===== src/hw/aldp_pkg.sv =====
// package for the add / mask / shift datapath of the core
// assumes a 32-bit apb master and a decoder on the same clock
package aldp_pkg;

    // =====================================================================
    // operations presented by the decoder
    typedef enum logic [2:0] {
        op_none,
        op_pointer_offset_add,
        op_immediate_sum_to_acc,
        op_acc_plus_reg,
        op_acc_plus_reg_with_carry,
        op_acc_mask_reg,
        op_acc_mask_immediate,
        op_signed_shift_right_reg
    } aldp_op_e;

    // =====================================================================
    // widths and field positions
    localparam int DATA_W     = 8;
    localparam int PTR_W      = 16;
    localparam int PTR_IMM_W  = 6;
    localparam int REG_ADDR_W = 7;
    localparam int PTR_NUM    = 2;
    localparam int FLAG_W     = 3;
    localparam int FLAG_C     = 0;
    localparam int FLAG_SPILL = 1;
    localparam int FLAG_Z     = 2;
    localparam int PADDR_W    = 12;
    localparam int CNT_W      = 16;
    localparam int CTRL_EN    = 0;

    // =====================================================================
    // register map, byte addresses
    localparam logic [PADDR_W-1:0] ADDR_ACC   = 12'h000;
    localparam logic [PADDR_W-1:0] ADDR_FLAGS = 12'h004;
    localparam logic [PADDR_W-1:0] ADDR_PTR0  = 12'h008;
    localparam logic [PADDR_W-1:0] ADDR_PTR1  = 12'h00c;
    localparam logic [PADDR_W-1:0] ADDR_CTRL  = 12'h010;
    localparam logic [PADDR_W-1:0] ADDR_STATE = 12'h014;
    localparam logic [PADDR_W-1:0] ADDR_COUNT = 12'h018;

    // =====================================================================
    // reset values
    localparam logic [DATA_W-1:0] ACC_RST   = 8'h00;
    localparam logic [FLAG_W-1:0] FLAGS_RST = 3'h0;
    localparam logic [PTR_W-1:0]  PTR_RST   = 16'h0000;
    localparam logic              CTRL_RST  = 1'b1;
    localparam logic [CNT_W-1:0]  CNT_RST   = 16'h0000;

endpackage


===== src/hw/aldp_core.sv =====
// add, mask and shift datapath with two indirect pointer pairs
// assumes decoder and data memory on clk_sys; apb master on clk_sys
// What this block does
// (RQ1) pointer add: signed -32..31 added to chosen pointer pair, flags untouched
// (RQ2) pointer sums wrap within sixteen bits, never saturate
// (RQ3) immediate add: acc plus 8-bit immediate into acc, sets carry, spill, zero
// (RQ4) register add: acc plus register 0..127, sets carry, spill, zero
// (RQ5) destination bit 0 writes acc, 1 writes the addressed register
// (RQ6) add with carry: acc plus register plus carry, sets carry, spill, zero
// (RQ7) register mask: acc AND register, only Z changes
// (RQ8) immediate mask: acc AND immediate into acc, only Z changes
// (RQ9) shift right keeps bit 7, bit 0 goes to carry, sets C, Z
// (RQ10) indirect access through pointer with top bit set costs one more cycle
// (RQ11) branch or true test costs two cycles, second one idles
// (RQ12) Z on zero result, C from bit 7, spill from bit 3
// (RQ13) unlisted flags hold; flags change with the result write
//
// The placing of the registers and the APB interface to the registers were chosen for this implementation.
`timescale 1ns/1ns
module aldp_core
    import aldp_pkg::*;
(
    input  logic                    clk_sys,
    input  logic                    rst_b,
    input  logic                    ce,
    input  logic                    psel,
    input  logic                    penable,
    input  logic                    pwrite,
    input  logic [PADDR_W-1:0]      paddr,
    input  logic [31:0]             pwdata,
    output logic [31:0]             prdata,
    output logic                    pready,
    output logic                    pslverr,
    input  logic                    issue_valid,
    input  aldp_op_e                issue_op,
    input  logic [DATA_W-1:0]       issue_imm,
    input  logic [REG_ADDR_W-1:0]   issue_addr,
    input  logic                    issue_dest,
    input  logic                    issue_ptr_sel,
    input  logic                    issue_indirect,
    input  logic                    issue_two_cycle,
    input  logic [DATA_W-1:0]       mem_rdata,
    output logic                    issue_ready,
    output logic                    nop_slot,
    output logic                    mem_we,
    output logic [REG_ADDR_W-1:0]   mem_waddr,
    output logic [DATA_W-1:0]       mem_wdata,
    output logic [DATA_W-1:0]       acc,
    output logic [FLAG_W-1:0]       flags,
    output logic [PTR_W-1:0]        ptr_pair_0,
    output logic [PTR_W-1:0]        ptr_pair_1
);

    typedef enum logic [1:0] {st_exec, st_extra, st_nop} aldp_state_e;

    // =====================================================================
    // state
    aldp_state_e            state_r, state_nxt;
    logic [DATA_W-1:0]      acc_r, acc_nxt;
    logic [FLAG_W-1:0]      flags_r, flags_nxt;
    logic [PTR_W-1:0]       ptr_r [PTR_NUM];
    logic                   ctrl_en_r;
    logic                   pend_nop_r;
    logic                   ready_r;
    logic                   nop_r;
    logic                   we_r;
    logic [REG_ADDR_W-1:0]  waddr_r;
    logic [DATA_W-1:0]      wdata_r;
    logic [CNT_W-1:0]       count_r;
    logic [31:0]            prdata_r;
    logic                   pready_r;
    logic                   pslverr_r;

    // =====================================================================
    // apb decode
    function automatic logic [2:0] reg_index(input logic [PADDR_W-1:0] a);
        case (a)
            ADDR_ACC:   reg_index = 3'h1;
            ADDR_FLAGS: reg_index = 3'h2;
            ADDR_PTR0:  reg_index = 3'h3;
            ADDR_PTR1:  reg_index = 3'h4;
            ADDR_CTRL:  reg_index = 3'h5;
            ADDR_STATE: reg_index = 3'h6;
            ADDR_COUNT: reg_index = 3'h7;
            default:    reg_index = 3'h0;
        endcase
    endfunction

    wire        apb_setup = psel && !penable;
    wire [2:0]  apb_idx   = reg_index(paddr);
    wire        apb_wr    = psel && penable && pready_r && pwrite && !pslverr_r;
    wire        wr_acc    = apb_wr && (apb_idx == 3'h1);
    wire        wr_flags  = apb_wr && (apb_idx == 3'h2);
    wire        wr_ptr0   = apb_wr && (apb_idx == 3'h3);
    wire        wr_ptr1   = apb_wr && (apb_idx == 3'h4);
    wire        wr_ctrl   = apb_wr && (apb_idx == 3'h5);
    wire [31:0] rd_mux    =
        (apb_idx == 3'h1) ? {24'h000000, acc_r} :
        (apb_idx == 3'h2) ? {29'h00000000, flags_r} :
        (apb_idx == 3'h3) ? {16'h0000, ptr_r[0]} :
        (apb_idx == 3'h4) ? {16'h0000, ptr_r[1]} :
        (apb_idx == 3'h5) ? {31'h00000000, ctrl_en_r} :
        (apb_idx == 3'h6) ? {28'h0000000, ready_r, nop_r, state_r} :
        (apb_idx == 3'h7) ? {16'h0000, count_r} : 32'h00000000;

    // =====================================================================
    // operand selection and arithmetic
    wire take      = issue_valid && ready_r;
    wire is_ptr    = (issue_op == op_pointer_offset_add);
    wire is_addc   = (issue_op == op_acc_plus_reg_with_carry);
    wire is_add    = (issue_op == op_immediate_sum_to_acc) || (issue_op == op_acc_plus_reg)
                     || is_addc;
    wire is_and    = (issue_op == op_acc_mask_reg) || (issue_op == op_acc_mask_immediate);
    wire is_shift  = (issue_op == op_signed_shift_right_reg);
    wire is_imm    = (issue_op == op_immediate_sum_to_acc)
                     || (issue_op == op_acc_mask_immediate);
    wire is_alu    = is_add || is_and || is_shift;
    wire to_reg    = is_alu && !is_imm && issue_dest;                           // RQ5
    wire to_acc    = is_alu && !to_reg;                                         // RQ5

    wire [DATA_W-1:0] src_b  = is_imm ? issue_imm : mem_rdata;
    wire              cin    = is_addc & flags_r[FLAG_C];                      // RQ6
    wire [8:0]        sum9   = {1'b0, acc_r} + {1'b0, src_b} + {8'h00, cin};    // RQ3 RQ4
    wire [4:0]        sum5   = {1'b0, acc_r[3:0]} + {1'b0, src_b[3:0]} + {4'h0, cin};
    wire [DATA_W-1:0] and8   = acc_r & src_b;                                   // RQ7 RQ8
    wire [DATA_W-1:0] asr8   = {mem_rdata[7], mem_rdata[7:1]};                  // RQ9
    wire [DATA_W-1:0] result = is_add ? sum9[7:0] : is_and ? and8 : asr8;

    // sign extension done here so a -32 offset wraps rather than saturates
    wire [PTR_W-1:0]  ptr_off = {{(PTR_W-PTR_IMM_W){issue_imm[PTR_IMM_W-1]}},
                                 issue_imm[PTR_IMM_W-1:0]};                     // RQ1
    wire [PTR_W-1:0]  ptr_sum = ptr_r[issue_ptr_sel] + ptr_off;                 // RQ2
    wire              hi_ptr  = issue_indirect && ptr_r[issue_ptr_sel][PTR_W-1]; // RQ10

    // =====================================================================
    // flag and accumulator next values
    always_comb begin
        flags_nxt = flags_r;
        acc_nxt   = acc_r;
        if (take && is_alu) begin
            if (is_add || is_shift) begin
                flags_nxt[FLAG_C] = is_add ? sum9[8] : mem_rdata[0];           // RQ9 RQ12
            end
            if (is_add) begin
                flags_nxt[FLAG_SPILL] = sum5[4];                               // RQ12
            end
            flags_nxt[FLAG_Z] = (result == 8'h00);                            // RQ12 RQ13
            if (to_acc) begin
                acc_nxt = result;
            end
        end else if (!take) begin
            // core traffic wins; software edits only land in idle cycles
            if (wr_flags) begin
                flags_nxt = pwdata[FLAG_W-1:0];
            end
            if (wr_acc) begin
                acc_nxt = pwdata[DATA_W-1:0];
            end
        end
    end

    // =====================================================================
    // cycle stretching
    always_comb begin
        state_nxt = state_r;
        case (state_r)
            st_exec: begin
                if (take && hi_ptr) begin
                    state_nxt = st_extra;                                     // RQ10
                end else if (take && issue_two_cycle) begin
                    state_nxt = st_nop;                                       // RQ11
                end
            end
            st_extra: begin
                state_nxt = pend_nop_r ? st_nop : st_exec;
            end
            st_nop: begin
                state_nxt = st_exec;
            end
            default: begin
                state_nxt = st_exec;
            end
        endcase
    end

    // =====================================================================
    // registers
    always_ff @(posedge clk_sys or negedge rst_b) begin
        if (!rst_b) begin
            state_r    <= st_exec;
            acc_r      <= ACC_RST;
            flags_r    <= FLAGS_RST;
            pend_nop_r <= 1'b0;
            ready_r    <= 1'b0;
            nop_r      <= 1'b0;
        end else if (ce) begin
            state_r    <= state_nxt;
            acc_r      <= acc_nxt;
            flags_r    <= flags_nxt;
            pend_nop_r <= take ? issue_two_cycle : pend_nop_r;
            ready_r    <= (state_nxt == st_exec) && ctrl_en_r;
            nop_r      <= (state_nxt == st_nop);                               // RQ11
        end
    end

    always_ff @(posedge clk_sys or negedge rst_b) begin
        if (!rst_b) begin
            we_r    <= 1'b0;
            waddr_r <= '0;
            wdata_r <= 8'h00;
            count_r <= CNT_RST;
        end else if (ce) begin
            we_r    <= take && to_reg;                                         // RQ5
            waddr_r <= take ? issue_addr : waddr_r;
            wdata_r <= take ? result : wdata_r;
            count_r <= take ? count_r + 16'h0001 : count_r;
        end
    end

    genvar gi;
    generate
        for (gi = 0; gi < PTR_NUM; gi++) begin : g_ptr
            wire hit_core = take && is_ptr && (issue_ptr_sel == 1'(gi));
            wire hit_apb  = !take && ((gi == 0) ? wr_ptr0 : wr_ptr1);
            always_ff @(posedge clk_sys or negedge rst_b) begin
                if (!rst_b) begin
                    ptr_r[gi] <= PTR_RST;
                end else if (ce && hit_core) begin
                    ptr_r[gi] <= ptr_sum;                                      // RQ1 RQ2
                end else if (ce && hit_apb) begin
                    ptr_r[gi] <= pwdata[PTR_W-1:0];
                end
            end
        end
    endgenerate

    // zero-wait slave: answer is prepared in the setup cycle
    always_ff @(posedge clk_sys or negedge rst_b) begin
        if (!rst_b) begin
            ctrl_en_r <= CTRL_RST;
            prdata_r  <= 32'h00000000;
            pready_r  <= 1'b0;
            pslverr_r <= 1'b0;
        end else if (ce) begin
            ctrl_en_r <= wr_ctrl ? pwdata[CTRL_EN] : ctrl_en_r;
            prdata_r  <= (apb_setup && !pwrite) ? rd_mux : 32'h00000000;
            pready_r  <= apb_setup;
            pslverr_r <= apb_setup && (apb_idx == 3'h0);
        end
    end

    assign prdata      = prdata_r;
    assign pready      = pready_r;
    assign pslverr     = pslverr_r;
    assign issue_ready = ready_r;
    assign nop_slot    = nop_r;
    assign mem_we      = we_r;
    assign mem_waddr   = waddr_r;
    assign mem_wdata   = wdata_r;
    assign acc         = acc_r;
    assign flags       = flags_r;
    assign ptr_pair_0  = ptr_r[0];
    assign ptr_pair_1  = ptr_r[1];

    wire [8:0] ref_sum = {1'b0, acc_r} + {1'b0, mem_rdata};
    wire [8:0] ref_sumc = {1'b0, acc_r} + {1'b0, mem_rdata} + {8'h00, flags_r[FLAG_C]};
endmodule


===== config.mk =====
export PLATFORM = sky130hd
export DESIGN_NAME = aldp_core
export DESIGN_NICKNAME = d
export VERILOG_FILES = /design/src/hw/aldp_pkg.sv /design/src/hw/aldp_core.sv
export SDC_FILE = /design/constraint.sdc
export NUM_CORES = 1
export LEC_CHECK = 0
export ABC_CLOCK_PERIOD_IN_PS = 3050
export BUFFER_PORTS_ARGS = -buffer_cell sky130_fd_sc_hd__buf_2
export CORE_MARGIN = 2
export CORE_UTILIZATION = 40
export DETAILED_ROUTE_END_ITERATION = 7
export PLACE_DENSITY_LB_ADDON = 0.15
export SKIP_LAST_GASP = 1
export SYNTH_ARGS = -nofsm -noshare
export SYNTH_HDL_FRONTEND = slang
export SYNTH_SLANG_ARGS = --single-unit

===== constraint.sdc =====
create_clock -name clk_sys -period 3.05 [get_ports clk_sys]
set_input_delay 0.305 -clock clk_sys [delete_from_list [all_inputs] [get_ports clk_sys]]
set_output_delay 0.305 -clock clk_sys [all_outputs]
set_load 0.02 [all_outputs]

# ---- Word-level counts from Yosys, hierarchy flattened
# Cells that the tools add are included.
dict set report op_classes {
  n_reduce_logical 59
  addsub 6
  bitwise 4
  n_lt_le_gt_ge 1
  n_eq_ne 26
  n_shift 0
  div_mod_pow 0
  mul 0
  n_mux 33
}
# cell count
set ops {}
lappend ops {{$mux W16} 15}
lappend ops {{$mux W8} 7}
lappend ops {{$eq A12 B5 Y1 const B} 3}
lappend ops {{$logic_and A1 B1 Y1} 31}
lappend ops {{$eq A12 B4 Y1 const B} 2}
lappend ops {{$eq A3 B3 Y1 const B} 8}
lappend ops {{$pmux W3 S7} 1}
lappend ops {{$add A16 B1 Y16 const B} 1}
lappend ops {{$add A16 B16 Y16} 1}
lappend ops {{$eq A12 B3 Y1 const B} 1}
lappend ops {{$eq A3 B2 Y1 const B} 4}
lappend ops {{$logic_not A12 Y1} 1}
lappend ops {{$reduce_and A4 Y1} 3}
lappend ops {{$add A8 B8 Y9} 1}
lappend ops {{$add A9 B1 Y9} 1}
lappend ops {{$mux W3} 3}
lappend ops {{$and A8 B8 Y8} 1}
lappend ops {{$logic_not A8 Y1} 1}
lappend ops {{$reduce_bool A2 Y1} 4}
lappend ops {{$logic_or A1 B1 Y1} 7}
lappend ops {{$eq A3 B1 Y1 const B} 2}
lappend ops {{$logic_not A1 Y1} 6}
lappend ops {{$mux W2} 3}
lappend ops {{$add A4 B4 Y5} 1}
lappend ops {{15 further kinds} 21}
dict set report word_totals {
  latchBits 0
  output_inout_bits 95
  ramBits 0
  regBits 115
  inputBits 81
  n_memories 0
  rom_bits 0
}

# ---- Longest topological paths before layout
dict set report depth {
  depth_word 11
  depth_mapped 15
  ltp_nobuf 12
}

# ---- Worst setup path after synthesis
# Ideal clock, no wire load.
dict set report synth_path {
  path_kind {input-to-reg}
  start {in issue_op[1]}
  end {reg acc_r[6], in the netlist acc[6]}
  t_arrival_ns 3.178
  setup_time_ns 0.118
  path_stages 15
  path_buffers 3
  slack_ns -0.246
  path_cell_list {buf_2 buf_1 nand2b_1 clkbuf_1 mux2_2 inv_1 fa_1 fa_1 nand2b_1 a21oi_1 o21a_1 o21ai_0 a31oi_1 a211oi_2 a21o_1}
}
dict set report synth_between {
  elab_chain_cells 11
  word_cells_on_any_way 31
  cone_classes {2 x add/sub; 8 x eq/ne; 5 x mux; 2 x bitwise; 14 x reduce/logical}
}
# item line
set synth_lines {}
lappend synth_lines {{from (decl)} aldp_core.sv:35} ;# input aldp_op_e issue_op,
lappend synth_lines {{branches (longest 11 deep; another with $add A8 B8 Y9)} n/a}
lappend synth_lines {{to (signal assigned)} aldp_core.sv:198} ;# acc_r <= acc_nxt;
lappend synth_lines {{to (decl)} aldp_core.sv:59} ;# logic [DATA_W-1:0] acc_r, acc_nxt;
# Parallel ways; which one is timed is not known. The select of a mux whose other input is x is not followed.
# A chain may end at the register's enable or synchronous reset.

# ---- Final worst setup path
dict set report layout_path {
  start {reg flags_r[0], in the netlist flags[0]}
  end {reg flags_r[2], in the netlist flags[2]}
}
dict set report layout_between {
  elab_chain_cells 5
}
# item line
set layout_lines {}
lappend layout_lines {{from (decl)} aldp_core.sv:60} ;# logic [FLAG_W-1:0] flags_r, flags_nxt;
lappend layout_lines {{from (signal assigned)} aldp_core.sv:199} ;# flags_r <= flags_nxt;
lappend layout_lines {{$and A1 B1 Y1} aldp_core.sv:122} ;# wire cin = is_addc & flags_r[FLAG_C];
lappend layout_lines {{$add A9 B1 Y9} aldp_core.sv:123} ;# wire [8:0] sum9 = {1'b0, acc_r} + {1'b0, src_b} + {8'h00, cin};
lappend layout_lines {{$mux W8} aldp_core.sv:127} ;# wire [DATA_W-1:0] result = is_add ? sum9[7:0] : is_and ? and8 : asr8;
lappend layout_lines {{$logic_not A8 Y1} aldp_core.sv:147} ;# flags_nxt[FLAG_Z] = (result == 8'h00);
lappend layout_lines {{$mux W3} aldp_core.sv:140} ;# if (take && is_alu) begin
# Every way passes these cells.

==> metrics.txt <==
status=complete, no violations; post-route clock period utilization=94.84%; FMAX=345.7 MHz; CP Capture Point=flags[2]; global route total overflow=0; DR pass1 iterations=4; leading cell type in the layout, fill and taps excluded=buf_2; Fin. Hold Viols=0; I/O pins=176; Clock transition at path regs=0.07 ns; CTS root buf=clkbuf_16; Post-DRT Antenna Nets=0; leak pwr=3.857 nW; fin cells=1133; reg2reg start=flags[0]; critical path data required time=3.31 ns; Worst-Skew Late Latency=0.35 ns; first-pass GRT wire length=32.05 mm; multi-input logic area=3707 sq um; Pins Over Slew Limit=0; Ys Warns=0; post-route setup slack=0.1573 ns; Synth Cell Area=6591 sq um; via density per instance=5.376; setup TNS=0 ns; fraction of registers with async set/reset=100.0%; register area=2479 sq um; slew margin rel.=25.68%; CP Max Fanout=3; FILL cells=1613; CTS tree=yes; Synth Register Bits=99; vias in the first global route=5689; DRT iter0 DRCs=409; Final Cell Area=7951 sq um; die height=132.4 um; Die ar.=17520 sq um; final net count=1020; critical path class=reg -> reg; Layout area overhead=20.63%; Post-Syn Instances=757; initial antenna violation count=0; Core Area=16000 sq um; gpl congestion=0.8670; R2R Setup Slk=0.16 ns; diode count=0; cell total after placement=1115; Finished Core Util=49.70%; clock buffer depth=2; layout cells sized above 1=27.92%; Placed Area=7652 sq um; Yosys top cell area share=37.21%; DR WL/cell=17.98 um; unique cell type count in the Yosys netlist=68; average cell area after synthesis=8.707 sq um; Reg-to-Reg End=flags[2]; Routed Wire Length=20.37 mm; Slew @ Worst Pin=1.103 ns; Critical Path Sink Type=flip-flop; total clock sinks=99; CP arrival=3.15 ns; port bufs=143; largest cells by area after synthesis=dfrtp_1 (37%), mux2_2 (6.3%), nand2_1 (5.9%), ha_1 (4.6%), o21ai_0 (4.2%); largest net degree at the start of global routing=37; worst min path class=in -> reg; ys flop type=dfrtp_1; Place WS=-0.08724 ns; worst vdd ir=207.2 uV; power density cells=375.2 nW/um^2; depth of the CTS H-tree=3; Num CTS Buffers=9; setup violators final=0; die width=132.4 um; Tmin final=2.893 ns; crit path launch=flags[0]; gr usage total=23.39%; hpwl dp=15.77 mm; Worst Skew=0.006870 ns; R2R cell count=12; Synth area leader=dfrtp_1; via count=6091; DRC viols=0; max-cap viol count=0; CP startpoint kind=flip-flop; register area share after synthesis=37.60%; commonest non-fill, non-tap cells in the layout=buf_2 (142), nand2_1 (103), dfrtp_1 (98); Starting Density=41.19%; number of synthesized flops with an enable pin=0; row cnt=46
-- metal layers --
layer  track usage (%)  part of all wire [%]  up-vias
met5                 0                     0        -
met4             6.989                   2.3        0
met3             2.845                   4.5       31
met2             35.32                    44      183
met1             35.05                    49     2893
li1                  -                     -     2984
-- what timing repair did --
action / in CTS / in global routing
hold buffers: 1 / 0
endpoints found under the setup margin: 0 / 4
buffers inserted: 0 / 1
hold endpoints to repair: 26 / 0
gates resized for setup: 0 / 3
-- worst max-delay path: stages, from the launching register on --
cell	delay, ns
dfrtp_1	0.36
inv_2	0.07
or3_1	0.37
fa_2	0.37
fa_2	0.36
nand2b_1	0.19
a21oi_2	0.18
o21a_1	0.14
o21ai_0	0.10
a31oi_1	0.21
buf_4	0.16
nand4_1	0.09
a31oi_1	0.21
-- cells by family (layout without fill, tap and decap cells) --
logic type | count (synthesis) | in the layout | share of synthesized area, %
fa+ha+maj | 27 | 27 | 5.467
compound gates | 206 | 206 | 20.14
simple gates | 241 | 241 | 17.07
other cells | 1 | 16 | 0.05689
mux | 48 | 48 | 7.992
xor+xnor | 31 | 31 | 4.347
buf+inv | 104 | 249 | 7.327
flops | 99 | 99 | 37.60
-- final cells by class --
| type | count | share of cell area (%) |
|---|---|---|
| multi-input cells | 569 | 46.62 |
| flip-flops and latches | 99 | 31.17 |
| repair buffers | 186 | 13.12 |
| well taps | 216 | 3.399 |
| clock buffers | 15 | 3.367 |
| inverters | 47 | 2.219 |
| clock inverters | 1 | 0.09441 |
-- report_power, final --
part           internal (mW)  leakage, nW  total, mW  switching [mW]
sequential              1.34         1.35       1.37          0.0323
clock                  0.600        0.130       1.09           0.489
combinational          0.202         2.38      0.519           0.317
total                   2.15         3.86       2.98           0.838
-- flip-flops by register name, indices dropped and copies added (netlist names) --
signal       flops
count_r         16
prdata          16
ptr_pair_0      16
ptr_pair_1      16
acc              8
mem_wdata        8
mem_waddr        7
flags            3
state_r          2
ctrl_en_r        1
issue_ready      1
mem_we           1
nop_slot         1
pend_nop_r       1
pready           1
pslverr          1
-- cell usage after synthesis, drive strengths merged, types with 10 or more instances --
master and count:
a21o 10, a21oi 50, a31oi 13, and3 12, buf 30, clkbuf 27
dfrtp 98, ha 24, inv 46, mux2 37, mux2i 11, nand2 104
nand4 12, nor2 52, nor3 14, o21ai 57, o22ai 19, xnor2 22
-- metrics by stage --
stage,hold slack (ns),power [mW]
6_report,0.1505,2.983
5_1_grt,0.1671,3.113
4_1_cts,0.1436,2.999
3_5_place_dp,0.2626,1.912
3_3_place_gp,0.2655,1.912
2_1_floorplan,0.009409,1.704
-- how the worst min path moves through the flow --
stage | startpoint | endpoint | slack [ns] | cells after the start
global placement | rst_b | mem_wdata[5] | 0.27 | 1
global route | issue_addr[4] | mem_waddr[4] | 0.17 | 3
CTS | issue_addr[1] | mem_waddr[1] | 0.14 | 3
detailed placement | rst_b | mem_wdata[5] | 0.26 | 1
floorplan | rst_b | acc[0] | 0.009 | 0
finish | issue_addr[1] | mem_waddr[1] | 0.15 | 3
Power figures use the tool's default switching activity.
